**config.mk**
```make
export PLATFORM = sky130hd
export DESIGN_NAME = ivt_timer
export DESIGN_NICKNAME = d
export VERILOG_FILES = /design/src/rtl/ivt_pkg.sv /design/src/rtl/ivt_core_if.sv /design/src/rtl/ivt_count_core.sv /design/src/rtl/ivt_timer.sv
export VERILOG_INCLUDE_DIRS = /design/src /design/src/rtl
export SDC_FILE = /design/constraint.sdc
export NUM_CORES = 1
export LEC_CHECK = 0
export ABC_AREA = 0
export BUFFER_PORTS_ARGS = -buffer_cell sky130_fd_sc_hd__buf_2
export CORE_AREA = 2 2 87 89
export CTS_CLUSTER_SIZE = 25
export DETAILED_ROUTE_END_ITERATION = 7
export DIE_AREA = 0 0 89 91
export PLACE_DENSITY = 0.76
export SLEW_MARGIN = 10
export SYNTH_ARGS = -nofsm -noshare
export SYNTH_HDL_FRONTEND = slang
export SYNTH_SLANG_ARGS = --single-unit
```
**constraint.sdc**
```tcl
create_clock -name CLK_SYS -period 2.6 [get_ports CLK_SYS]
set_input_delay 0.65 -clock CLK_SYS [delete_from_list [all_inputs] [get_ports CLK_SYS]]
set_output_delay 0.65 -clock CLK_SYS [all_outputs]
set_load 0.05 [all_outputs]
```
**src/rtl/ivt_cfg.svh**
```systemverilog
`ifndef IVT_CFG_SVH
`define IVT_CFG_SVH

// ----------------------------------------------------------------
// Widths
// ----------------------------------------------------------------
`define IVT_CNT_W 16
`define IVT_SCALE_W 8
`define IVT_ADDR_W 4
`define IVT_DATA_W 32
`define IVT_BE_W 4
`define IVT_BYTE_W 8

// ----------------------------------------------------------------
// Register byte offsets
// ----------------------------------------------------------------
`define IVT_OFS_COUNT 4'h0
`define IVT_OFS_SCALE 4'h4
`define IVT_OFS_PERIOD 4'h8
`define IVT_OFS_CTRL 4'hc

// ----------------------------------------------------------------
// Control and status field positions
// ----------------------------------------------------------------
`define IVT_CTRL_EN_BIT 0
`define IVT_CTRL_ZERO_BIT 1

// ----------------------------------------------------------------
// Reset values
// ----------------------------------------------------------------
`define IVT_RST_COUNT 16'h0000
`define IVT_RST_SCALE 8'h00
`define IVT_RST_PERIOD 16'h0000
`define IVT_RST_EN 1'b0
`define IVT_RST_RDATA 32'h0000_0000

`endif

```
**src/rtl/ivt_pkg.sv**
```systemverilog
`default_nettype none

package ivt_pkg;

    // Bus answer states, Gray coded along idle -> ack -> idle
    typedef enum logic [1:0] {
        IVT_IDLE = 2'b00,
        IVT_ACK = 2'b01
    } ivt_bus_state_e;

endpackage

`default_nettype wire

```
**src/rtl/ivt_core_if.sv**
```systemverilog
`timescale 1ns/1ps
`default_nettype none
`include "ivt_cfg.svh"

interface ivt_core_if #(
    parameter int CNT_W = `IVT_CNT_W,
    parameter int SCALE_W = `IVT_SCALE_W
);
    logic enable;
    logic load;
    logic [CNT_W-1:0] load_value;
    logic [CNT_W-1:0] period;
    logic [SCALE_W-1:0] scale;
    logic [CNT_W-1:0] count;
    logic tick;
    logic zero_evt;

    modport ctl (
        output enable, load, load_value, period, scale,
        input count, tick, zero_evt
    );
    modport core (
        input enable, load, load_value, period, scale,
        output count, tick, zero_evt
    );
endinterface

`default_nettype wire

```
**src/rtl/ivt_count_core.sv**
```systemverilog
`timescale 1ns/1ps
`default_nettype none
`include "ivt_cfg.svh"

module ivt_count_core #(
    parameter int CNT_W = `IVT_CNT_W,
    parameter int SCALE_W = `IVT_SCALE_W
) (
    input wire logic clk,
    input wire logic rst_n,
    input wire logic ce,
    ivt_core_if.core cif
);

    // ----------------------------------------------------------------
    // Parameter check
    // ----------------------------------------------------------------
    if (CNT_W < 2 || CNT_W > 32 || SCALE_W < 1 || SCALE_W > 32) begin : g_bad
        $error("ivt_count_core: unsupported width");
    end

    logic [SCALE_W-1:0] pre_ff;
    logic [CNT_W-1:0] cnt_ff;
    logic [CNT_W-1:0] nxt_cnt;
    logic evt_ff;
    logic tick_w;
    logic cnt_zero_w;

    assign tick_w = cif.enable && (pre_ff == '0);
    assign cnt_zero_w = (cnt_ff == '0);

    // ----------------------------------------------------------------
    // Prescaler: one tick every scale+1 cycles, held while ce is low, reloaded from scale while enable is low
    // ----------------------------------------------------------------
    always_ff @(posedge clk) begin
        if (!rst_n) begin
            pre_ff <= SCALE_W'(`IVT_RST_SCALE);
        end else if (ce) begin
            if (!cif.enable || tick_w) begin
                pre_ff <= cif.scale;
            end else begin
                pre_ff <= pre_ff - 1'b1;
            end
        end
    end

    // ----------------------------------------------------------------
    // Down-counter with reload
    // ----------------------------------------------------------------
    always_comb begin
        if (cif.load) begin
            nxt_cnt = cif.load_value;
        end else if (tick_w && cnt_zero_w) begin
            nxt_cnt = cif.period;
        end else if (tick_w) begin
            nxt_cnt = cnt_ff - 1'b1;
        end else begin
            nxt_cnt = cnt_ff;
        end
    end

    always_ff @(posedge clk) begin
        if (!rst_n) begin
            cnt_ff <= CNT_W'(`IVT_RST_COUNT);
        end else if (ce) begin
            cnt_ff <= nxt_cnt;
        end
    end

    // ----------------------------------------------------------------
    // Zero event
    // ----------------------------------------------------------------
    always_ff @(posedge clk) begin
        if (!rst_n) begin
            evt_ff <= 1'b0;
        end else if (ce) begin
            evt_ff <= tick_w && cnt_zero_w;
        end
    end

    assign cif.count = cnt_ff;
    assign cif.tick = tick_w;
    assign cif.zero_evt = evt_ff;
endmodule // ivt_count_core

`default_nettype wire

```
**src/rtl/ivt_timer.sv**
```systemverilog
// Summary of operation
// 16-bit counter decrements once every n cycles
// 8-bit software prescale register sets n
// Counter reaching zero raises timer interrupt
// At zero, reload counter from period register
// Timer runs concurrently, never stalls processor
// Interrupt presented as internal interrupt source
// Written count continues at current scaled rate
`timescale 1ns/1ps
`default_nettype none
`include "ivt_cfg.svh"

module ivt_timer #(
    parameter int CNT_W = `IVT_CNT_W,
    parameter int SCALE_W = `IVT_SCALE_W
) (
    input wire logic CLK_SYS,
    input wire logic RESET_N,
    input wire logic CLK_EN,
    input wire logic [`IVT_ADDR_W-1:0] AVS_ADDRESS,
    input wire logic AVS_READ,
    input wire logic AVS_WRITE,
    input wire logic [`IVT_DATA_W-1:0] AVS_WRITEDATA,
    input wire logic [`IVT_BE_W-1:0] AVS_BYTEENABLE,
    output logic [`IVT_DATA_W-1:0] AVS_READDATA,
    output logic AVS_WAITREQUEST,
    output logic TIMER_IRQ
);

    // ----------------------------------------------------------------
    // Parameter check
    // ----------------------------------------------------------------
    if (CNT_W < 2 || CNT_W > `IVT_DATA_W ||
            SCALE_W < 1 || SCALE_W > `IVT_DATA_W) begin : g_bad
        $error("ivt_timer: unsupported width");
    end

    // ----------------------------------------------------------------
    // Declarations
    // ----------------------------------------------------------------
    ivt_pkg::ivt_bus_state_e state_ff;
    logic wait_ff;
    logic [`IVT_DATA_W-1:0] rdata_ff;
    logic [`IVT_DATA_W-1:0] rd_mux;
    logic [SCALE_W-1:0] scale_ff;
    logic [CNT_W-1:0] period_ff;
    logic en_ff;
    logic req_w;
    logic wr_acc_w;
    logic [`IVT_DATA_W-1:0] cnt_ext_w;
    logic [`IVT_DATA_W-1:0] scale_ext_w;
    logic [`IVT_DATA_W-1:0] period_ext_w;
    logic [`IVT_DATA_W-1:0] ctrl_ext_w;
    logic [`IVT_DATA_W-1:0] wr_cnt_w;
    logic [`IVT_DATA_W-1:0] wr_scale_w;
    logic [`IVT_DATA_W-1:0] wr_period_w;
    logic [`IVT_DATA_W-1:0] wr_ctrl_w;

    ivt_core_if #(.CNT_W(CNT_W), .SCALE_W(SCALE_W)) cif ();

    // ----------------------------------------------------------------
    // Byte-lane merge
    // ----------------------------------------------------------------
    function automatic logic [`IVT_DATA_W-1:0] be_merge(
        input logic [`IVT_DATA_W-1:0] old_val,
        input logic [`IVT_DATA_W-1:0] wdata,
        input logic [`IVT_BE_W-1:0] be
    );
        logic [`IVT_DATA_W-1:0] res;
        res = old_val;
        for (int i = 0; i < `IVT_BE_W; i++) begin
            if (be[i]) begin
                res[i*`IVT_BYTE_W +: `IVT_BYTE_W] = wdata[i*`IVT_BYTE_W +: `IVT_BYTE_W];
            end
        end
        return res;
    endfunction

    // ----------------------------------------------------------------
    // Register views, zero extended
    // ----------------------------------------------------------------
    always_comb begin
        cnt_ext_w = `IVT_DATA_W'(cif.count);
        scale_ext_w = `IVT_DATA_W'(scale_ff);
        period_ext_w = `IVT_DATA_W'(period_ff);
        ctrl_ext_w = '0;
        ctrl_ext_w[`IVT_CTRL_EN_BIT] = en_ff;
        ctrl_ext_w[`IVT_CTRL_ZERO_BIT] = (cif.count == '0);
    end

    always_comb begin
        wr_cnt_w = be_merge(cnt_ext_w, AVS_WRITEDATA, AVS_BYTEENABLE);
        wr_scale_w = be_merge(scale_ext_w, AVS_WRITEDATA, AVS_BYTEENABLE);
        wr_period_w = be_merge(period_ext_w, AVS_WRITEDATA, AVS_BYTEENABLE);
        wr_ctrl_w = be_merge(ctrl_ext_w, AVS_WRITEDATA, AVS_BYTEENABLE);
    end

    // ----------------------------------------------------------------
    // Bus handshake
    // ----------------------------------------------------------------
    assign req_w = AVS_READ || AVS_WRITE;
    assign wr_acc_w = (state_ff == ivt_pkg::IVT_ACK) && AVS_WRITE;

    always_ff @(posedge CLK_SYS) begin
        if (!RESET_N) begin
            state_ff <= ivt_pkg::IVT_IDLE;
            wait_ff <= 1'b1;
        end else if (CLK_EN) begin
            case (state_ff)
                ivt_pkg::IVT_IDLE: begin
                    if (req_w) begin
                        state_ff <= ivt_pkg::IVT_ACK;
                        wait_ff <= 1'b0;
                    end
                end
                ivt_pkg::IVT_ACK: begin
                    state_ff <= ivt_pkg::IVT_IDLE;
                    wait_ff <= 1'b1;
                end
                default: begin
                    state_ff <= ivt_pkg::IVT_IDLE;
                    wait_ff <= 1'b1;
                end
            endcase
        end
    end

    // ----------------------------------------------------------------
    // Read decode
    // ----------------------------------------------------------------
    always_comb begin
        if (AVS_ADDRESS == `IVT_OFS_COUNT) begin
            rd_mux = cnt_ext_w;
        end else if (AVS_ADDRESS == `IVT_OFS_SCALE) begin
            rd_mux = scale_ext_w;
        end else if (AVS_ADDRESS == `IVT_OFS_PERIOD) begin
            rd_mux = period_ext_w;
        end else if (AVS_ADDRESS == `IVT_OFS_CTRL) begin
            rd_mux = ctrl_ext_w;
        end else begin
            rd_mux = `IVT_RST_RDATA;
        end
    end

    always_ff @(posedge CLK_SYS) begin
        if (!RESET_N) begin
            rdata_ff <= `IVT_RST_RDATA;
        end else if (CLK_EN && state_ff == ivt_pkg::IVT_IDLE && AVS_READ) begin
            rdata_ff <= rd_mux;
        end
    end

    // ----------------------------------------------------------------
    // Writable registers
    // ----------------------------------------------------------------
    always_ff @(posedge CLK_SYS) begin
        if (!RESET_N) begin
            scale_ff <= SCALE_W'(`IVT_RST_SCALE);
        end else if (CLK_EN && wr_acc_w && AVS_ADDRESS == `IVT_OFS_SCALE) begin
            scale_ff <= wr_scale_w[SCALE_W-1:0];
        end
    end

    always_ff @(posedge CLK_SYS) begin
        if (!RESET_N) begin
            period_ff <= CNT_W'(`IVT_RST_PERIOD);
        end else if (CLK_EN && wr_acc_w && AVS_ADDRESS == `IVT_OFS_PERIOD) begin
            period_ff <= wr_period_w[CNT_W-1:0];
        end
    end

    always_ff @(posedge CLK_SYS) begin
        if (!RESET_N) begin
            en_ff <= `IVT_RST_EN;
        end else if (CLK_EN && wr_acc_w && AVS_ADDRESS == `IVT_OFS_CTRL) begin
            en_ff <= wr_ctrl_w[`IVT_CTRL_EN_BIT];
        end
    end

    // ----------------------------------------------------------------
    // Counter core
    // ----------------------------------------------------------------
    assign cif.enable = en_ff;
    assign cif.scale = scale_ff;
    assign cif.period = period_ff;
    assign cif.load = wr_acc_w && (AVS_ADDRESS == `IVT_OFS_COUNT);
    assign cif.load_value = wr_cnt_w[CNT_W-1:0];

    ivt_count_core #(
        .CNT_W(CNT_W),
        .SCALE_W(SCALE_W)
    ) u_core (
        .clk(CLK_SYS),
        .rst_n(RESET_N),
        .ce(CLK_EN),
        .cif(cif)
    );

    // ----------------------------------------------------------------
    // Outputs
    // ----------------------------------------------------------------
    assign AVS_READDATA = rdata_ff;
    assign AVS_WAITREQUEST = wait_ff;
    assign TIMER_IRQ = cif.zero_evt;
endmodule // ivt_timer

`default_nettype wire

```
=== Yosys cells after proc, flatten, opt, wreduce, memory -nomap -nowiden ===
Index checks and enable logic that the tools add are counted.
W data, S select, Z words.

* Add/sub/neg operators: 2
* Equality and inequality tests: 7
* Reductions and logical operators: 25
* Mux-type cells: 14

{| class="wikitable"
|+ Operators with widths
! cell !! number
|-
| $mux W16 || 6
|-
| $mux W8 || 3
|-
| $logic_not A16 Y1 || 1
|-
| $sub A16 B1 Y16 const B || 1
|-
| $logic_and A1 B1 Y1 || 10
|-
| $reduce_and A2 Y1 || 5
|-
| $eq A4 B4 Y1 const B || 2
|-
| $logic_not A8 Y1 || 1
|-
| $sub A8 B1 Y8 const B || 1
|-
| $mux W2 || 3
|-
| $ne A2 B2 Y1 const B || 3
|-
| $reduce_and A3 Y1 || 2
|-
| $eq A4 B3 Y1 const B || 1
|-
| $logic_not A4 Y1 || 1
|-
| $reduce_bool A3 Y1 || 1
|-
| $eq A2 B1 Y1 const B || 1
|-
| $logic_not A2 Y1 || 1
|-
| $logic_or A1 B1 Y1 || 2
|-
| $mux W1 || 2
|-
| $logic_not A1 Y1 || 1
|}

* Input bits: 45
* Logic and storage cells: 59
* Register bits after elaboration: 85
* Output and inout port bits: 34

=== Logic depth before layout (Yosys ltp) ===
* Depth in word-level cells: 5
* Depth in mapped cells: 10

=== Modules after synthesis ===
From an unflattened synthesis, not the netlist that was laid out.

* Cells, all modules: 463
* Area, all modules: 4073.9 µm²

{| class="wikitable"
|+ Modules (own cells, without submodules)
! module !! instances !! cells each !! area each (µm²)
|-
| ivt_timer || 1 || 242 || 2308.5
|-
| ivt_count_core || 1 || 221 || 1765.4
|}

=== Least setup slack after synthesis ===
No wires, ideal clock.

* Path type: input -> register
* From: input port AVS_ADDRESS[1]
* To: register u_core.cnt_ff[1] (netlist: u_core.cif.count[1])
* Stages on the path: 8
* Data required time: 2.463 ns
* Arrival: 2.133 ns
* Library setup time: 0.137 ns
* Setup slack: 0.330 ns
* Cells stage by stage: or3_1 buf_2 or3_1 nand2b_1 a21boi_2 buf_4 o21ai_0 a31oi_1

* Cells in the longest elaborated chain, start to end: 4

{| class="wikitable"
|+ Ends and longest elaborated chain
! element !! line !! source
|-
| from (decl) || ivt_timer.sv:20 || <nowiki>input wire logic [`IVT_ADDR_W-1:0] AVS_ADDRESS,</nowiki>
|-
| $logic_not A4 Y1 (no line) (*) || -- ||
|-
| $logic_and A1 B1 Y1 (*) || ivt_timer.sv:186 || <nowiki>assign cif.load = wr_acc_w && (AVS_ADDRESS == `IVT_OFS_COUNT);</nowiki>
|-
| $ne A2 B2 Y1 (no line) / $reduce_bool A3 Y1 (equally long branches) || -- ||
|-
| $reduce_and A3 Y1 (no line) || -- ||
|-
| to (signal assigned) || ivt_count_core.sv:64 || <nowiki>cnt_ff <= CNT_W'(`IVT_RST_COUNT);</nowiki>
|-
| to (signal assigned) || ivt_count_core.sv:66 || <nowiki>cnt_ff <= nxt_cnt;</nowiki>
|-
| to (decl) || ivt_count_core.sv:23 || <nowiki>logic [CNT_W-1:0] cnt_ff;</nowiki>
|}

Mark *: on every way between the ends. The rest lies on a longest branch, timed or not.
A chain may end at the register's enable or synchronous reset.

=== Final worst setup path ===
* From: register u_core.pre_ff[0]
* To: register u_core.cnt_ff[13] (netlist: u_core.cif.count[13])

* Cells in the longest elaborated chain, start to end: 5

{| class="wikitable"
|+ Ends and longest elaborated chain
! element !! line !! source
|-
| from (decl) || ivt_count_core.sv:22 || <nowiki>logic [SCALE_W-1:0] pre_ff;</nowiki>
|-
| from (signal assigned) || ivt_count_core.sv:37 || <nowiki>pre_ff <= SCALE_W'(`IVT_RST_SCALE);</nowiki>
|-
| from (signal assigned) || ivt_count_core.sv:40 || <nowiki>pre_ff <= cif.scale;</nowiki>
|-
| from (signal assigned) || ivt_count_core.sv:42 || <nowiki>pre_ff <= pre_ff - 1'b1;</nowiki>
|-
| $logic_not A8 Y1 (*) || ivt_count_core.sv:29 || <nowiki>assign tick_w = cif.enable && (pre_ff == '0);</nowiki>
|-
| $logic_and A1 B1 Y1 (*) || ivt_count_core.sv:29 ||
|-
| $logic_and A1 B1 Y1 || ivt_count_core.sv:53 || <nowiki>end else if (tick_w && cnt_zero_w) begin</nowiki>
|-
| $reduce_bool A3 Y1 (no line) / $mux W16 (equally long branches) || -- ||
|-
| $reduce_and A3 Y1 (no line) / $mux W16 (equally long branches) || -- ||
|}

Marked as above.

==> results_dict.tcl <==
set metrics [dict create \
    status "complete, no violations" \
    initial_core_util 0.535 \
    netlist_area_sq_um 3820 \
    cts_tree "built" \
    min_to "AVS_WAITREQUEST" \
    maxSlewHeadroom 0.468 \
    clk_latency_ns 0.36 \
    reg2reg_slack_ns 0.32 \
    core_region_area_sq_um 7140 \
    rsz0062_at_grt "false" \
    cap_violations 0 \
    hold_depth 2 \
    grt_pass1_wl_mm 15.7 \
    ys.flop_type "dfxtp_1" \
    seq_area_sq_um 1360 \
    drc_errors 0 \
    hold_violations 0 \
    top_level_ports 79 \
    ys_seq_area_frac 0.356 \
    cp-start-kind "flop" \
    fmax_mhz 438 \
    syn_inst 438 \
    r2r_end "u_core.cif.count[13]" \
    io_buffers 44 \
    grt_max_degree 41 \
    final_common_cell "dfxtp_1" \
    routed_via_density 5.80 \
    cts_sinks 68 \
    final_cell_mix "68 x dfxtp_1, 46 x nor2b_1, 44 x buf_2" \
    syn_area_per_cell_sq_um 8.72 \
    synth-seq-cells 68 \
    wire_per_inst_um 16.3 \
    grt_pass1_vias 3276 \
    yosysUniqueCellTypes 52 \
    path_cells "inv_1 > ha_1 > nor2b_1 > nand4_1 > or4_1 > a211o_1 > a31oi_1" \
    vdd_drop_max_uv 373 \
    clockBufferDepth 2 \
    crit_required_ns 2.88 \
    end_kind "flop" \
    rr_worst_depth 7 \
    hold_path_class "flop to flop" \
    p_leak_uw 0.00180 \
    path_class "flop to flop" \
    h-tree-depth 3 \
    die_width_um 89 \
    drt_wl_total_mm 9.54 \
    area_growth_pct 13.6 \
    finalMaxSlewViolations 0 \
    dr.pass1.iters 5 \
    critical_path.max_stage_delay_ns 0.70 \
    slowest_stage "or4_1" \
    track_usage 0.248 \
    fin_nets 529 \
    cp.arrival_ns 2.56 \
    yosysWarningCount 0 \
    min_from "AVS_WAITREQUEST" \
    fin_tns_setup_ns 0 \
    synth_edf_count 0 \
    power_uw 2370 \
    drt_iter0_drc 183 \
    gr-total-overflow 0 \
    path_max_fanout 8 \
    hpwl_mm 6.76 \
    clkSlewWorstSetupHoldPaths_ns 0.08 \
    drive_gt1_frac 0.204 \
    rr_startpoint "u_core.pre_ff[0]" \
    antenna_found_initial 0 \
    fin_worst_skew_ns 0.00841 \
    die_h_um 91 \
    ant_nets 0 \
    fillCellCount 659 \
    multi_input_area_sq_um 2240 \
    period_share 0.877 \
    postCtsSetupRepairBufs 0 \
    die_area_sq_um 8100 \
    async_flop_share 0 \
    worst_pin_slew_ns 0.793 \
    setup_violations 0 \
    numCtsBuffers 9 \
    pwr_density_cell_nw_per_um2 546 \
    antenna_cells 0 \
    rows 31 \
    gp_congestion 0.858 \
    period_minus_slack_ns 2.28 \
    cts_root_buffer "clkbuf_8" \
    vias 3391 \
]
worst max path at each step:
stage / end / startpoint / cells after the start / slack (ns)
3_5_place_dp: u_core.cif.count[8] / AVS_ADDRESS[1] / 7 / 0.003
2_1_floorplan: u_core.cif.count[1] / AVS_ADDRESS[1] / 8 / 0.33
6_report: u_core.cif.count[13] / u_core.pre_ff[0] / 7 / 0.32
4_1_cts: u_core.cif.count[13] / u_core.pre_ff[0] / 8 / 0.18
5_1_grt: u_core.cif.count[9] / u_core.pre_ff[0] / 8 / 0.15
3_3_place_gp: u_core.cif.count[12] / AVS_ADDRESS[1] / 7 / 0.11
cells in the mapped netlist (2+ instances only):
master | count | area, sq um
a21boi_2 | 3 | 33.8
nand4b_1 | 3 | 26.3
a211o_1 | 2 | 17.5
o221ai_1 | 2 | 17.5
a21oi_1 | 7 | 35.0
nor4_4 | 2 | 42.5
nand2_1 | 42 | 158
ha_1 | 3 | 37.5
buf_2 | 8 | 40.0
nand3_1 | 7 | 35.0
buf_1 | 2 | 7.51
nand4_1 | 6 | 37.5
nand3b_1 | 2 | 15.0
a31oi_1 | 15 | 93.8
nor2b_1 | 46 | 288
o21ai_0 | 35 | 175
nor2_1 | 18 | 67.6
clkbuf_1 | 11 | 41.3
a22oi_1 | 17 | 128
a21boi_0 | 2 | 15.0
o21ai_1 | 3 | 15.0
nand2b_1 | 3 | 18.8
or3_1 | 5 | 31.3
xor2_1 | 7 | 61.3
xnor2_1 | 3 | 26.3
buf_4 | 17 | 128
dfxtp_1 | 68 | 1360
mux2i_1 | 36 | 360
a31o_2 | 2 | 17.5
o31ai_1 | 2 | 15.0
and2_1 | 2 | 12.5
inv_1 | 9 | 33.8
nor3_1 | 7 | 35.0
o211ai_1 | 12 | 90.1
nor3_2 | 2 | 20.0
mux2_2 | 8 | 90.1
buf_6 | 3 | 33.8
mux4_2 | 2 | 45.0
metrics by stage:
| step | area, sq um | hold WS (ns) | std cells | setup WS, ns | util |
|---|---|---|---|---|---|
| floorplan | 3880 | 0.488 | 453 | 0.330 | - |
| global placement | 4080 | 0.456 | 569 | 0.109 | 0.571 |
| detailed placement | 4080 | 0.459 | 569 | 0.00264 | 0.571 |
| CTS | 4330 | 0.474 | 585 | 0.178 | 0.607 |
| global route | 4340 | 0.497 | 585 | 0.148 | 0.608 |
| finish | 4340 | 0.468 | 585 | 0.319 | 0.608 |
layout make-up:
cell class,instances,share of cell area
Multi-Input combinational cell,335,0.516
Timing Repair Buffer,58,0.0749
Clock inverter,5,0.0245
Sequential cell,68,0.314
Inverter,9,0.00778
Clock buffer,11,0.0349
Tap cell,99,0.0285
cell families after synthesis:
family,Yosys count,share of synthesized area
AOI/OAI and AO/OA,106,0.180
xor gates and xnor gates,10,0.0229
adders and majority gates,3,0.00983
buffers and inverters,50,0.0744
DFF,68,0.356
muxes,46,0.130
other,1,0.000982
and+or+nand+nor,154,0.226
power by group:
part | switching, uW | internal, uW
combinational | 135 | 60.4
clock | 428 | 693
sequential | 6.24 | 1050
total | 570 | 1800
timing repair:
action / 4_1_cts / 5_1_grt
gates resized for setup: 0 / 1
endpoints found under the setup margin: 0 / 2
hold buffers: 0 / 0
sequential cells by signal, indices dropped and copies added (netlist names):
register             count
AVS_READDATA            16
AVS_WAITREQUEST          1
cif.enable               1
cif.period              16
cif.scale                8
state_ff                 1
u_core.cif.count        16
u_core.cif.zero_evt      1
u_core.pre_ff            8
critical path: cells and delay by family (launching register included):
kind	cells	cell delay [ns]
buffers and inverters	1	0.07
AO/OA/AOI/OAI	2	0.49
AND/OR/NAND/NOR	3	1.11
flip-flops	1	0.35
adder cells (fa/ha/maj)	1	0.19
per-layer routing:
metal	share of wire	global-route usage	vias to the layer above
met2	0.50	0.410	116
met5	0	0	-
met4	0.031	0.106	0
met3	0.051	0.0682	23
li1	-	-	1626
met1	0.42	0.297	1626
(Power assumes the default switching activity.)
